File: config.mk
export PLATFORM = sky130hd
export DESIGN_NAME = srctl_host
export DESIGN_NICKNAME = d
export VERILOG_FILES = /design/src/srctl_pkg.sv /design/src/srctl_if.sv /design/src/srctl_timer.sv /design/src/srctl_host.sv
export SDC_FILE = /design/constraint.sdc
export NUM_CORES = 1
export LEC_CHECK = 0
export ABC_CLOCK_PERIOD_IN_PS = 3520
export BUFFER_PORTS_ARGS = -buffer_cell sky130_fd_sc_hd__buf_2
export CORE_UTILIZATION = 30
export CTS_CLUSTER_SIZE = 24
export DETAILED_ROUTE_END_ITERATION = 10
export SLEW_MARGIN = 20
export SYNTH_ARGS = -nofsm -noshare
export SYNTH_HDL_FRONTEND = slang
export SYNTH_HIERARCHICAL = 1
export SYNTH_SLANG_ARGS = --single-unit
File: constraint.sdc
create_clock -name clk_sys -period 3.52 [get_ports clk_sys]
set_clock_uncertainty 0.05 [all_clocks]
set_input_delay 0.352 -clock clk_sys [delete_from_list [all_inputs] [get_ports clk_sys]]
set_output_delay 0.352 -clock clk_sys [all_outputs]
set_load 0.02 [all_outputs]
File: src/srctl_pkg.sv
// Purpose: constants and types for the host-side async SRAM access controller
// Assumes: 100 MHz clk_sys, 16K x 1 SRAM with separate data in and data out
// Notes:   times in ns, cycle counts derived from the clock period
package srctl_pkg;
	localparam int CLK_PERIOD_NS       = 10;
	localparam int ADDR_W              = 14;
	// Minimum times round up, maximum times round down, at least one cycle
	function automatic int srctl_min_cyc(input int ns);
		int c;
		c = (ns + CLK_PERIOD_NS - 1) / CLK_PERIOD_NS;
		return (c < 1) ? 1 : c;
	endfunction
	function automatic int srctl_max_cyc(input int ns);
		int c;
		c = ns / CLK_PERIOD_NS;
		return (c < 1) ? 1 : c;
	endfunction
	// Slowest speed grade figures
	localparam int ACCESS_NS                    = 55;
	localparam int READ_CYCLE_NS                = 50;
	localparam int WRITE_PULSE_NS               = 25;
	localparam int SELECT_TO_END_NS             = 45;
	localparam int DATA_SETUP_NS                = 20;
	localparam int WRITE_CYCLE_NS               = 50;
	localparam int STROBE_TO_OUTPUT_OFF_DELAY_NS = 25;
	localparam int DISABLE_TO_FLOAT_NS          = 25;
	localparam int RETENTION_DESELECT_LEAD_NS   = 0;
	localparam int RETENTION_RECOVERY_TIME_NS   = READ_CYCLE_NS;
	localparam int ACCESS_CYC   = srctl_min_cyc(ACCESS_NS);
	localparam int WPULSE_CYC   = srctl_min_cyc(SELECT_TO_END_NS);
	localparam int WOFF_CYC     = srctl_min_cyc(STROBE_TO_OUTPUT_OFF_DELAY_NS);
	localparam int FLOAT_CYC    = srctl_min_cyc(DISABLE_TO_FLOAT_NS);
	localparam int RECOVERY_CYC = srctl_min_cyc(RETENTION_RECOVERY_TIME_NS);
	localparam int CNT_W        = 4;
	typedef enum logic [2:0] {
		SRCTL_IDLE,
		SRCTL_READ,
		SRCTL_WSETUP,
		SRCTL_WPULSE,
		SRCTL_WEND,
		SRCTL_GAP,
		SRCTL_RETAIN,
		SRCTL_RECOVER
	} srctl_state_type;
endpackage

File: src/srctl_if.sv
// Purpose: timer request and expiry between controller and its timer
// Assumes: single clock domain
// Notes:   load starts a count, done pulses when it runs out
`timescale 1ns/1ns
`default_nettype none
interface srctl_tmr_if;
	import srctl_pkg::*;
	logic             load;
	logic [CNT_W-1:0] count;
	logic             done;
	modport ctl (output load, output count, input done);
	modport tmr (input load, input count, output done);
endinterface
`default_nettype wire

File: src/srctl_timer.sv
// Purpose: down counter that marks when a timed phase has elapsed
// Assumes: count of at least one
// Notes:   done pulses one cycle, count plus one cycles after the cycle with load high
`timescale 1ns/1ns
`default_nettype none
module srctl_timer
	import srctl_pkg::*;
(
	input  wire logic clk_sys,
	input  wire logic rstn,
	srctl_tmr_if.tmr  t
);
	typedef struct packed {
		logic [CNT_W-1:0] cnt;
		logic             run;
		logic             done;
	} srctl_tmr_type;
	srctl_tmr_type r_q, r_d;
	always_comb begin
		r_d      = r_q;
		r_d.done = 1'b0;
		if (t.load) begin
			r_d.cnt = t.count - CNT_W'(1);
			r_d.run = 1'b1;
		end else if (r_q.run) begin
			if (r_q.cnt == '0) begin
				r_d.run  = 1'b0;
				r_d.done = 1'b1;
			end else begin
				r_d.cnt = r_q.cnt - CNT_W'(1);
			end
		end
	end
	always_ff @(posedge clk_sys or negedge rstn) begin
		if (!rstn) begin
			r_q <= '0;
		end else begin
			r_q <= r_d;
		end
	end
	assign t.done = r_q.done;
endmodule
`default_nettype wire

File: src/srctl_host.sv
// Purpose: host controller driving a 16K x 1 asynchronous SRAM by its pins
// Assumes: SRAM data input and output are separate pins; inputs synchronous
// Notes:   one request at a time; retention mode parks select high
// Functional notes
// - Reads keep write strobe high throughout
// - Do not drive shared bus early in write
// - Strobe-ended write: setup and hold met
// - Select-ended write: setup, hold; output floats
// - Select or strobe high while address changes
`timescale 1ns/1ns
`default_nettype none
module srctl_host
	import srctl_pkg::*;
#(
	parameter int AW = ADDR_W
) (
	input  wire logic          clk_sys,
	input  wire logic          rstn,
	input  wire logic          req_valid,
	input  wire logic          req_write,
	input  wire logic [AW-1:0] req_addr,
	input  wire logic          req_wdata,
	input  wire logic          retain_req,
	output logic               req_ready,
	output logic               rsp_valid,
	output logic               rsp_rdata,
	output logic               retained,
	output logic               sel_n,
	output logic               wr_n,
	output logic [AW-1:0]      cell_index_lines,
	output logic               din,
	input  wire logic          dout
);
	typedef struct packed {
		srctl_state_type  st;
		logic             ready;
		logic             rsp;
		logic             rdata;
		logic             ret;
		logic             sel_n;
		logic             wr_n;
		logic [AW-1:0]    addr;
		logic             din;
	} srctl_host_type;
	srctl_host_type r_q, r_d;
	srctl_tmr_if tif ();
	srctl_timer u_timer (
		.clk_sys (clk_sys),
		.rstn    (rstn),
		.t       (tif.tmr)
	);
	always_comb begin
		r_d       = r_q;
		r_d.rsp   = 1'b0;
		tif.load  = 1'b0;
		tif.count = '0;
		case (r_q.st)
			SRCTL_IDLE: begin
				if (retain_req) begin
					// Deselect before supply drops, lead of zero
					r_d.sel_n = 1'b1;
					r_d.wr_n  = 1'b1;
					r_d.ready = 1'b0;
					r_d.ret   = 1'b1;
					r_d.st    = SRCTL_RETAIN;
				end else if (req_valid && r_q.ready) begin
					// Address changes only while the write strobe is high; a read drops select in the same cycle
					r_d.addr  = req_addr;
					r_d.din   = req_wdata;
					r_d.ready = 1'b0;
					r_d.st    = req_write ? SRCTL_WSETUP : SRCTL_READ;
					if (!req_write) begin
						r_d.sel_n = 1'b0;
						r_d.wr_n  = 1'b1;
						tif.load  = 1'b1;
						tif.count = CNT_W'(ACCESS_CYC);
					end
				end
			end
			SRCTL_READ: begin
				if (tif.done) begin
					r_d.rdata = dout;
					r_d.rsp   = 1'b1;
					r_d.sel_n = 1'b1;
					r_d.st    = SRCTL_GAP;
					tif.load  = 1'b1;
					tif.count = CNT_W'(FLOAT_CYC);
				end
			end
			SRCTL_WSETUP: begin
				// Strobe and select fall together, so the output never turns on
				r_d.wr_n  = 1'b0;
				r_d.sel_n = 1'b0;
				r_d.st    = SRCTL_WPULSE;
				tif.load  = 1'b1;
				tif.count = CNT_W'(WPULSE_CYC);
			end
			SRCTL_WPULSE: begin
				if (tif.done) begin
					// Select rise ends the write; data held past it
					r_d.sel_n = 1'b1;
					r_d.st    = SRCTL_WEND;
				end
			end
			SRCTL_WEND: begin
				// Strobe released one cycle after select: hold met
				r_d.wr_n  = 1'b1;
				r_d.rsp   = 1'b1;
				r_d.st    = SRCTL_GAP;
				tif.load  = 1'b1;
				tif.count = CNT_W'(WOFF_CYC);
			end
			SRCTL_GAP: begin
				if (tif.done) begin
					r_d.ready = 1'b1;
					r_d.st    = SRCTL_IDLE;
				end
			end
			SRCTL_RETAIN: begin
				if (!retain_req) begin
					r_d.st    = SRCTL_RECOVER;
					tif.load  = 1'b1;
					tif.count = CNT_W'(RECOVERY_CYC);
				end
			end
			SRCTL_RECOVER: begin
				if (tif.done) begin
					r_d.ret   = 1'b0;
					r_d.ready = 1'b1;
					r_d.st    = SRCTL_IDLE;
				end
			end
			default: begin
				r_d.st = SRCTL_IDLE;
			end
		endcase
	end
	always_ff @(posedge clk_sys or negedge rstn) begin
		if (!rstn) begin
			r_q       <= '0;
			r_q.st    <= SRCTL_IDLE;
			r_q.sel_n <= 1'b1;
			r_q.wr_n  <= 1'b1;
			r_q.ready <= 1'b1;
		end else begin
			r_q <= r_d;
		end
	end
	assign req_ready        = r_q.ready;
	assign rsp_valid        = r_q.rsp;
	assign rsp_rdata        = r_q.rdata;
	assign retained         = r_q.ret;
	assign sel_n            = r_q.sel_n;
	assign wr_n             = r_q.wr_n;
	assign cell_index_lines = r_q.addr;
	assign din              = r_q.din;
endmodule
`default_nettype wire

* After elaboration in Yosys (flattened, before gate mapping)
Cells that the tools add are included.
Storage, ports and cells: memories kept 0, bits of input ports 21, memory bits (writable) 0, bits in latches 0, register bits after elaboration 30, logic and storage cells 88, output and inout port bits 21, memory bits (read-only) 0
Operators by class: shifts and indexed selects 0, equality and inequality tests 17, bitwise operators 1, add/sub/neg operators 2, muxes and demuxes 37, multiply operators 0, reductions and logical operators 19, div/mod/pow operators 0, magnitude comparators 0
Operators with widths (count):
- $mux 4 | 6
- $pmux 3 s7 | 1
- $pmux 4 s5 | 1
- $mux 17 | 1
- $mux 3 | 5
- $eq 3x3->1 const B | 4
- $mux 2 | 6
- $reduce_and 3->1 | 4
- $ne 2x1->1 const B | 5
- $mux 1 | 9
- $sub 4x1->4 const B | 2
- $eq 3x2->1 const B | 2
- $mux 6 | 1
- $ne 2x2->1 const B | 3
- $ne 3x3->1 const B | 2
- $pmux 1 s2 | 3
- $pmux 1 s3 | 2
- $reduce_bool 2->1 | 3
- $reduce_bool 3->1 | 2
- $reduce_or 2->1 | 3
- $mux 5 | 1
- $reduce_and 5->1 | 1
- $logic_not 4->1 | 1
- $pmux 1 s4 | 1
- 6 further kinds | 7

* Depth between registers and ports, before layout
Gate-level depths: netlist of run 1.
depth after elaboration 6, gate-level depth with buffers 9, gate-level depth less buffers 8

* Modules after synthesis
The synthesis of run 1 kept the hierarchy.
By module, submodules not included:
- srctl_host | seq. area each 604.3 um2, instances 1, area each 1366.3 um2, cells each 125
- srctl_timer | seq. area each 150.1 um2, instances 1, area each 372.9 um2, cells each 39

* Worst setup path after synthesis of run 1
Ideal clock, no wire load.
path kind register to register, start point register r_q[21] (netlist name), end point register u_timer/r_q[4] (netlist name), cell stages (with the launch flop) 10, clock period less this slack 2.085 ns, setup slack 1.435 ns, buffers on the path 1, arrival time 1.898 ns, setup time 0.138 ns, data required time 3.332 ns, path through dfrtp_1 or4_4 nor2_8 buf_12 a21oi_1 nor2_1 inv_1 ha_1 xnor2_1 a22oi_1
Between the ends: elaborated cells between the ends (all ways) 13, classes of those cells add/sub (1); eq/ne (5); mux (3); reduce/logical (4)
RTL lines:
- from (decl) | RTL line srctl_host.sv:45 | srctl_host_type r_q, r_d;
- from (signal assigned) | RTL line srctl_host.sv:146 | r_q <= r_d;
- $eq 3x3->1 (tied with other cells) | RTL line srctl_host.sv:57 | case (r_q.st)
- $pmux 4 s5 (*) | RTL line srctl_host.sv:57
- net tif.count[1] | RTL line srctl_if.sv:9 | logic [CNT_W-1:0] count;
- $sub 4x1->4 (*) | RTL line srctl_timer.sv:23 | r_d.cnt = t.count - CNT_W'(1);
- $mux 5 (*) | RTL line srctl_timer.sv:22 | if (t.load) begin
- to (signal assigned) | RTL line srctl_timer.sv:38 | r_q <= r_d;
- to (decl) | RTL line srctl_timer.sv:18 | srctl_tmr_type r_q, r_d;
The timed path passes the listed nets; every way through them passes the cells marked *. A chain may end at the register's enable or synchronous reset.

* Worst setup path in the final report of run 1
Same ends and word-level chain as after synthesis.

==> results.md, run 1 <==
* Initial Util at about a third
* Worst setup EP type: flop
* Actual slew at the worst max-slew pin at roughly 670 ps
* Ys flop type: dfrtp_1
* DIE AREA at slightly above 6000 um2
* Register area share after synthesis at around 43%
* CTS tree: done
* Yosys reg bits at 30
* CTS Buf Count at 5
* Arr. time, crit path at roughly 2500 ps
* # port buffers at between 40 and 50
* # IOs at 42
* DR iter-0 viols at 36
* P_leak at ~0.00099 uW
* Post-synthesis net count at roughly 190
* Area Overhead vs Synth at 14.0%
* Yosys top cell area share at roughly two fifths
* Vias in the first global route at 1139
* Final ANT Viol Nets at 0
* Overall Power at between 1500 and 2000 uW
* Slew Limit Fails at 0
* Post-synth EDFFs at 0
* Gpl congestion at ~0.80
* Post-CTS Setup Bufs at 0
* Combinational power share at ~48%
* CP startpoint kind: flop
* Endpoints failing hold at 0
* Post-synth top cells: 27 x dfrtp_1, 14 x buf_4, 13 x a21oi_1, 12 x nor2_1, 10 x inv_1
* First-pass GRT wire length at 5070 um
* Setup Viol. Count Final at 0
* Synth unique cells at 43
* Die height at 78.1 um
* Cell internal pwr at approximately 1100 uW
* Final #Nets at between 200 and 250
* Biggest area consumer among synthesized cells: dfrtp_1
* Final Non-Filler Cells at ~270
* PwrDens at between 900 and 1000 nW/um2
* FILL cells at between 500 and 600
* Die X at 78.1 um
* Clock power frac at around 16%
* Initial antenna violation count at 0
* Total congestion overflow at 0
* Largest net degree at the start of global routing at 31
* CTS-repair resized insts at 0
* Reg power frac at 36.2%
* Worst IR Drop VDD at between 0.0002 and 0.00025 V
* DR WL/cell at around 12 um
* Maxcap violations at 0
* Warnings, synthesis at 6
* Clk_lat worst skew at between 200 and 300 ps
* Crit path kind: reg2reg
* Max Clk Rate at approximately 0.42 GHz
* Worst Hold Class: in2async
* Core Area at 5540 um2
* Synth area leaders: dfrtp_1 39%, mux2_4 6.9%, buf_4 6.0%
* Root buf cell: clkbuf_8
* Via density at between 4 and 5
* Register area at around 750 um2
* DRT Pass-1 Iters at 4
* Worst rel slew slack at a little under three fifths
* Placed cells at between 200 and 300
* All-layer global routing usage at a little over a tenth
* Mapped Area at 1740 um2
* Syn avg cell area at roughly 11 um2
* Outcome: finished, final reports clean
* DRC viols at 0
* Sw frac at between 40 and 50%
* Max H-tree Level at 2
* Tmin final at approximately 2400 ps
* Final wirelength at around 3100 um
* Hold buffers post-CTS at 0
* Reg clk slew, reported paths at 70 ps
* RSZ-0062 raised after global routing: false
* Share of post-route cells with drive strength above 1 at between 30 and 40%
* Post-synthesis cell count at roughly 160
* Post-DP HPWL at 2240 um
* CTS Sinks at 30
* Antenna Cells at 0
* Async S/R FF share, synth at 100%
* Multi-input gate area at around 800 um2
* Required @ worst endpoint at 3630 ps
* Final period util at slightly below 70%
* Vias at 1242
* Largest register FFs at 14
* FP Rows at 27
* Crit Path Max Fanout at 17
* Top-count cell post-synth: dfrtp_1
* Setup TNS at 0 ps
* Net Switching at 729 uW
* Clock Path Buffers at 2
stage by stage:
step | setup WS, ps | area (um2) | util (%) | hold slack (ps)
2_1_floorplan | 1430 | 1740 | - | 6.41
3_3_place_gp | 1190 | 1890 | 34.1 | 384
3_5_place_dp | 1140 | 1890 | 34.1 | 383
4_1_cts | 1110 | 1980 | 35.8 | 76.8
5_1_grt | 950 | 1980 | 35.8 | 106
6_report | 1140 | 1980 | 35.8 | 57.3
power groups by stage:
stage / Sequential (uW) / Combinational (uW) / Clock, uW
2_1_floorplan: 628 / 768 / 0
3_3_place_gp: 651 / 870 / 0
3_5_place_dp: 654 / 870 / 0
4_1_cts: 649 / 874 / 295
5_1_grt: 673 / 960 / 316
6_report: 650 / 864 / 283
kinds of logic (layout without fill, tap and decap cells):
logic type	count (synthesis)	in the layout	synth area share (%)
muxes	22	22	15.6
and+or+nand+nor	36	36	11.7
other	1	1	0.216
xor gates and xnor gates	2	2	1.01
DFF	30	30	43.4
buffers and inverters	31	60	10.8
adders and majority gates	7	7	5.04
AOI/OAI and AO/OA	35	35	12.3
final timing paths:
path | slack (ps) | cells past startpoint | endpoint | start
max reg2reg | 1140 | 8 | u_timer/r_q[4] | r_q[21]
max in group asynchronous | 2920 | 1 | cell_index_lines[11] | rstn
min reg2reg | 450 | 1 | cell_index_lines[1] | cell_index_lines[1]
min | 60 | 1 | retained | rstn
min in group clk_sys | 260 | 2 | cell_index_lines[4] | req_addr[4]
max | 1140 | 8 | u_timer/r_q[4] | r_q[21]
critical path, stage by stage (launching register included):
cell     delay (ps)
dfrtp_1         530
or4_4           630
nor2_8          310
a21oi_1         120
nor2_1          140
inv_1            60
ha_1            190
xnor2_1         150
a22oi_1          80
area by class of cell:
cell class                 instances  area share (%)
multi-input combinational        103            40.2
sequential                        30            38.0
timing repair buffer              42            10.7
tap                               72            4.54
clock buffer                       7            4.35
inverter                          10            1.89
clock inverter                     1           0.252
cells in the final DEF (no fill, tap or decap), types with 4 or more instances in the layout:
master     n
a21oi_1   13
o21ai_0    8
inv_1     10
buf_2     41
mux2_4     8
dfrtp_1   27
mux2_2     9
nand2_1    7
mux2i_1    5
nor3_1     4
clkbuf_8   6
ha_1       7
nor2_1    12
layer usage:
metal,vias up,track usage [%],part of all wire (%)
li1,612,-,-
met1,592,13.1,48
met2,36,17.3,45
met3,2,3.60,6.0
met4,0,5.00,0.73
met5,-,0,0
Power figures use the tool's default switching activity.
==> run 2, diff against run 1 <==
- ABC_CLOCK_PERIOD_IN_PS: 3520 -> 2300
- clock period: 3.52 -> 2.3 ns (I/O delays scaled with it)
==> run 2 against run 1 <==
Sequential power increased by 41%. Non-clock buffer count up 7. Worst hold slack improved by 71 ps. Total power grew 57%.
==> results.md, run 2 (synthesized netlist as in run 1, its figures left out) <==
* Outcome: finished, final reports clean (unchanged)
* P_leak at 0.00102 uW (was 0.000987 uW)
* Final #Nets at 227 (was 220)
* Layout Utilization at 36.8% (was 35.8%)
* FILL cells at 582 (was 572)
* Root buf cell: clkbuf_8 (unchanged)
* Worst IR Drop VDD at 0.000350 V (was 0.000239 V)
* Vias in the first global route at 1210 (was 1139)
* Core Area at 5540 um2 (unchanged)
* Die height at 78.1 um (unchanged)
* Vias at 1258 (was 1242)
* Initial antenna violation count at 0 (unchanged)
* Final wirelength at 3250 um (was 3140 um)
* Initial Util at 31.4% (unchanged)
* FP Rows at 27 (unchanged)
* Slew Limit Fails at 0 (unchanged)
* Max Clk Rate at 0.489 GHz (was 0.421 GHz)
* Worst Hold Class: in2reg (was in2async)
* Arr. time, crit path at 2150 ps (was 2480 ps)
* Most frequent cells in the layout: 41 x buf_2, 27 x dfrtp_1, 13 x a21oi_1 (unchanged)
* Worst rel slew slack at 54.7% (was 55.2%)
* PwrDens at 1380 nW/um2 (was 906 nW/um2)
* # port buffers at 41 (unchanged)
* Clock Path Buffers at 2 (unchanged)
* Clk_lat worst skew at 280 ps (about the same)
* CP startpoint kind: flop (unchanged)
* Global routing's busiest layer: met2 (unchanged)
* DR WL/cell at 12.0 um (was 11.8 um)
* Setup Viol. Count Final at 0 (unchanged)
* Gpl congestion at 0.768 (was 0.800)
* Required @ worst endpoint at 2400 ps (was 3630 ps)
* Share of post-route cells with drive strength above 1 at 39.5% (was 37.8%)
* Crit Path Max Fanout at 8 (was 17)
* Via density at 4.63 (was 4.69)
* Die X at 78.1 um (unchanged)
* DRT Pass-1 Iters at 6 (was 4)
* First-pass GRT wire length at 5590 um (was 5070 um)
* CTS tree: done (unchanged)
* Tmin final at 2050 ps (was 2380 ps)
* Antenna Cells at 0 (unchanged)
* Area Overhead vs Synth at 17.2% (was 14.0%)
* CTS Buf Count at 5 (unchanged)
* # IOs at 42 (unchanged)
* Grt met1 use at 14.9% (was 13.1%)
* Reg clk slew, reported paths at 70 ps (about the same)
* DIE AREA at 6110 um2 (unchanged)
* Post-DP HPWL at 2370 um (was 2240 um)
* Met2 Track Usage GR at 18.5% (was 17.3%)
* Actual slew at the worst max-slew pin at 680 ps (was 671 ps)
* Worst setup EP type: flop (unchanged)
* Total congestion overflow at 0 (unchanged)
* Largest register FFs at 14 (unchanged)
* CTS Sinks at 30 (unchanged)
* Most common cell after layout, fill and taps aside: buf_2 (unchanged)
* Largest net degree at the start of global routing at 31 (unchanged)
* Setup TNS at 0 ps (unchanged)
* Routing usage on met3 at 3.60% (unchanged)
* DR iter-0 viols at 27 (was 36)
* All-layer global routing usage at 11.8% (was 10.8%)
* Final ANT Viol Nets at 0 (unchanged)
* Max H-tree Level at 2 (unchanged)
* DRC viols at 0 (unchanged)
* Maxcap violations at 0 (unchanged)
* Crit path kind: reg2reg (unchanged)
* Final period util at 89.0% (was 67.5%)
* Endpoints failing hold at 0 (unchanged)
* RSZ-0062 raised after global routing: false (unchanged)
[run 2: per-layer routing]
layer	wire length, um	up-vias	part of all wire, %
met5	0	-	0
met4	51	0	1.6
met3	165	6	5.1
met2	1480	35	45
met1	1560	591	48
li1	-	626	-
[run 2: final timing paths]
kind | startpoint | endpoint | slack (ps) | cells past startpoint
max | r_q[22] | u_timer/r_q[4] | 250 | 8
min | dout | rsp_rdata | 130 | 2
max reg2reg | r_q[22] | u_timer/r_q[4] | 250 | 8
min reg2reg | cell_index_lines[3] | cell_index_lines[3] | 450 | 1
max in group asynchronous | rstn | u_timer/r_q[5] | 1290 | 2
min in group asynchronous | rstn | retained | 470 | 2
[run 2: through the flow]
step           total power, uW  worst slack (ps)  area [um2]  hold slack, ps  cells
5_1_grt                   3080               122        2040             116    272
6_report                  2820               254        2040             129    272
3_3_place_gp              2390               308        1940             270    263
4_1_cts                   2860               251        2040             120    272
3_5_place_dp              2410               265        1940             270    263
2_1_floorplan             2140               215        1740            -116    164
[run 2: report_power, final]
| group | internal, uW | switching [uW] | total [uW] |
|---|---|---|---|
| Clock | 241 | 190 | 431 |
| Combinational | 671 | 804 | 1480 |
| Sequential | 771 | 146 | 917 |
| Total | 1680 | 1140 | 2820 |
[run 2: critical path: stages, from the launching register on]
cell	delay, ps
dfrtp_1	380
or4_4	590
nor2_8	200
a21oi_1	90
nor2_1	130
inv_1	60
ha_1	180
xnor2_1	150
a22oi_1	80
[run 2: area by class of cell]
| class | instances | area [um2] | share of cell area, % |
|---|---|---|---|
| Clock buffer | 7 | 86.3 | 4.24 |
| Inverter | 10 | 37.5 | 1.84 |
| Timing Repair Buffer | 49 | 268 | 13.1 |
| Sequential cell | 30 | 754 | 37.0 |
| Tap cell | 72 | 90.1 | 4.42 |
| Multi-Input combinational cell | 103 | 797 | 39.1 |
| Clock inverter | 1 | 5.00 | 0.246 |
[run 2: what timing repair did]
action,4_1_cts,5_1_grt
setup buffers,0,0
hold buffers,1,0
hold endpoints to repair,27,0
gates resized for setup,0,0
setup endpoints to repair,0,0
==> run 3, diff against run 2 <==
- ABC_AREA: unset -> 1
==> run 3 against run 2 <==
Critical path depth rose by 4. Total power rose by 7.7%. Utilization fell by 0.84 points. Synthesized area rose by 6.6%. Synthesized cell count rose by 45%. First-iteration DRC count rose to 2.9 times the previous value. Worst setup slack improved by 69 ps. Final cell count rose by 28%. Register-to-register slack improved by 70 ps. Sequential share of layout area fell by 1.7 points. Critical path type unchanged. Largest power group unchanged.
==> results.md, run 3 <==
* Tmin final at 1980 ps (was 2050 ps)
* CTS Buf Count at 5 (unchanged)
* DRT Pass-1 Iters at 4 (was 6)
* Slowest-stage cell, CP: dfrtp_1 (was or4_4)
* DRC viols at 0 (unchanged)
* Maxcap violations at 0 (unchanged)
* Core Area at 5960 um2 (was 5540 um2)
* DIE AREA at 6500 um2 (was 6110 um2)
* Mapped Area at 1850 um2 (was 1740 um2)
* Endpoints failing hold at 0 (unchanged)
* Worst Hold Class: in2reg (unchanged)
* Initial antenna violation count at 0 (unchanged)
* Post-DP HPWL at 2760 um (was 2370 um)
* Min-Delay Startpoint: req_addr[0] (was dout)
* Worst rel slew slack at 55.0% (was 54.7%)
* Arr. time, crit path at 2140 ps (was 2150 ps)
* Sw frac at 46.0% (was 40.4%)
* FILL cells at 638 (was 582)
* Reg2reg path depth at 12 (was 8)
* Synth area leaders: dfrtp_1 36%, nand2_1 12%, inv_1 7.9% (was dfrtp_1 39%, mux2_4 6.9%, buf_4 6.0%)
* Worst IR Drop VDD at 0.000401 V (was 0.000350 V)
* Ys flop type: dfrtp_1 (unchanged)
* Most frequent cells in the layout: 59 x nand2_1, 41 x buf_2, 39 x inv_1 (was 41 x buf_2, 27 x dfrtp_1, 13 x a21oi_1)
* CTS tree: done (unchanged)
* Net Switching at 1400 uW (was 1140 uW)
* Clock Path Buffers at 2 (unchanged)
* DR WL/cell at 10.3 um (was 12.0 um)
* Crit path kind: reg2reg (unchanged)
* All-layer global routing usage at 12.5% (was 11.8%)
* Post-synth EDFFs at 0 (unchanged)
* CTS Sinks at 30 (unchanged)
* FP Rows at 28 (was 27)
* # port buffers at 41 (unchanged)
* Die X at 80.6 um (was 78.1 um)
* Final ANT Viol Nets at 0 (unchanged)
* Crit Path Max Fanout at 10 (was 8)
* Most Frequent Cell on Critical Path: nand2_1
* Yosys reg bits at 30 (unchanged)
* Combinational power share at 51.6% (was 52.3%)
* Gpl congestion at 1.02 (was 0.768)
* CP max stage delay at 500 ps (was 590 ps)
* Post-synth top cells: 59 x nand2_1, 39 x inv_1, 27 x dfrtp_1, 18 x nand3_1, 16 x nor2_1 (was 27 x dfrtp_1, 14 x buf_4, 13 x a21oi_1, 12 x nor2_1, 10 x inv_1)
* Hold EP: cell_index_lines[0] (was rsp_rdata)
* Reg-to-Reg End: u_timer/r_q[4] (unchanged)
* Critical path, cell by cell: inv_4 -> nand2_2 -> nor2_4 -> nand3_1 -> a21oi_1 -> inv_1 -> ha_1 -> nand2_1 -> nand2_1 -> o21ai_0 -> nand2_1 -> o21ai_1 (was or4_4 -> nor2_8 -> a21oi_1 -> nor2_1 -> inv_1 -> ha_1 -> xnor2_1 -> a22oi_1)
* CP startpoint kind: flop (unchanged)
* Yosys top cell area share at 36.4% (was 38.8%)
* First-pass GRT wire length at 5910 um (was 5590 um)
* P_leak at 0.00119 uW (was 0.00102 uW)
* Cell internal pwr at 1640 uW (was 1680 uW)
* Reg clk slew, reported paths at 70 ps (about the same)
* Outcome: finished, final reports clean (unchanged)
* Synth unique cells at 30 (was 43)
* Largest net degree at the start of global routing at 31 (unchanged)
* Worst setup EP type: flop (unchanged)
* RR Startpoint: r_q[23] (was r_q[22])
* Final wirelength at 3590 um (was 3250 um)
* Clk_lat worst skew at 280 ps (about the same)
* Setup Viol. Count Final at 0 (unchanged)
* Top-count cell post-synth: nand2_1 (was dfrtp_1)
* Vias in the first global route at 1335 (was 1210)
* DR iter-0 viols at 79 (was 27)
* Total congestion overflow at 0 (unchanged)
* Warnings, synthesis at 6 (unchanged)
* R2R Setup Slk at 320 ps (was 250 ps)
* Required @ worst endpoint at 2460 ps (was 2400 ps)
* Antenna Cells at 0 (unchanged)
* PwrDens at 1420 nW/um2 (was 1380 nW/um2)
* Max H-tree Level at 2 (unchanged)
* Setup TNS at 0 ps (unchanged)
* Root buf cell: clkbuf_8 (unchanged)
* Placed cell areas at 2020 um2 (was 1940 um2)
* Syn avg cell area at 7.79 um2 (was 10.6 um2)
* Slew Limit Fails at 0 (unchanged)
* Via density at 4.37 (was 4.63)
* Post-CTS Setup Bufs at 0 (unchanged)
* Vias at 1515 (was 1258)
* Clock power frac at 17.2% (was 15.3%)
* Largest register FFs at 14 (unchanged)
* Area Overhead vs Synth at 15.5% (was 17.2%)
* Async S/R FF share, synth at 100% (unchanged)
* Final #Nets at 299 (was 227)
* Post-synthesis cell count at 238 (was 164)
* Biggest area consumer among synthesized cells: dfrtp_1 (unchanged)
* WHS Path Cells at 3 (was 2)
* Most common cell after layout, fill and taps aside: nand2_1 (was buf_2)
* Reg power frac at 31.1% (was 32.5%)
* Die height at 80.6 um (was 78.1 um)
* Max Clk Rate at 0.506 GHz (was 0.489 GHz)
* Initial Util at 31.1% (was 31.4%)
* Actual slew at the worst max-slew pin at 675 ps (was 680 ps)
* # IOs at 42 (unchanged)
* RSZ-0062 raised after global routing: false (unchanged)
* Share of post-route cells with drive strength above 1 at 27.6% (was 39.5%)
* Final period util at 86.0% (was 89.0%)
* Fin area at 2140 um2 (was 2040 um2)
* Register area share after synthesis at 40.7% (was 43.4%)
-- run 3: changes by cell type in the layout (fill, tap and decap cells not counted), sizes merged, moves of 3 or more --
cell   delta
buf       -6
nor2      +5
nand3    +19
nor3      -3
mux2     -17
mux2i     -5
a21oi     -8
nand2    +55
inv      +32
o21ai    +18
-- run 3: stage by stage --
step           hold slack (ps)  worst slack (ps)  total power, uW  util [%]  std cells
6_report                   128               323             3040      35.9        347
5_1_grt                    117               105             3360      35.9        347
4_1_cts                    120               274             3070      35.9        347
3_5_place_dp               269               286             2530      33.9        338
3_3_place_gp               271               298             2510      33.9        338
2_1_floorplan             -116               483             2250         -        239
-- run 3: cells by family after synthesis --
family                   Yosys count  share of synthesized area, %
flip-flops                        30                          40.7
buffers and inverters             61                          16.6
adder cells (fa/ha/maj)            7                          4.72
AO/OA/AOI/OAI                     35                          12.3
AND/OR/NAND/NOR                  104                          25.4
other                              1                         0.202
-- run 3: worst max-delay path by stage --
stage / slack (ps) / startpoint / cells past startpoint / end
after CTS: 270 / r_q[21] / 15 / u_timer/r_q[4]
after global routing: 100 / r_q[21] / 15 / u_timer/r_q[4]
final: 320 / r_q[23] / 12 / u_timer/r_q[4]
after detailed placement: 290 / r_q[21] / 15 / u_timer/r_q[4]
after floorplan: 480 / r_q[21] / 11 / u_timer/r_q[3]
after global placement: 300 / r_q[21] / 13 / u_timer/r_q[3]
-- run 3: worst max-delay path: cells and delay by family, from the launching register on --
| kind | cells | cell delay (ps) |
|---|---|---|
| fa+ha+maj | 1 | 190 |
| compound gates | 3 | 420 |
| flops | 1 | 500 |
| simple gates | 6 | 520 |
| buf+inv | 2 | 220 |
-- run 3: final cells by class --
class | count | area [um2] | area share, %
inverters | 43 | 164 | 7.66
clock inverters | 3 | 40.0 | 1.87
multi-input cells | 148 | 796 | 37.2
flip-flops and latches | 30 | 756 | 35.3
clock buffers | 5 | 68.8 | 3.21
repair buffers | 43 | 223 | 10.4
well taps | 75 | 93.8 | 4.38
-- run 3: routing by layer --
| layer | share of wire [%] | global-route usage, % | vias up |
|---|---|---|---|
| li1 | - | - | 791 |
| met1 | 49 | 15.3 | 666 |
| met2 | 42 | 18.0 | 50 |
| met3 | 5.8 | 4.43 | 8 |
| met4 | 2.7 | 9.11 | 0 |
| met5 | 0 | 0 | - |
-- run 3: what timing repair did --
| action | 4_1_cts | 5_1_grt |
|---|---|---|
| hold buffers | 1 | 0 |
| endpoints found under the setup margin | 0 | 2 |
| gates resized for setup | 0 | 1 |
| endpoints found under the hold margin | 27 | 0 |
-- run 3: power groups by stage --
stage               combinational, uW  sequential (uW)  clock [uW]
floorplan                        1280              977           0
global placement                 1560              950           0
detailed placement               1580              952           0
CTS                              1580              945         548
global route                     1800              982         578
finish                           1570              947         525
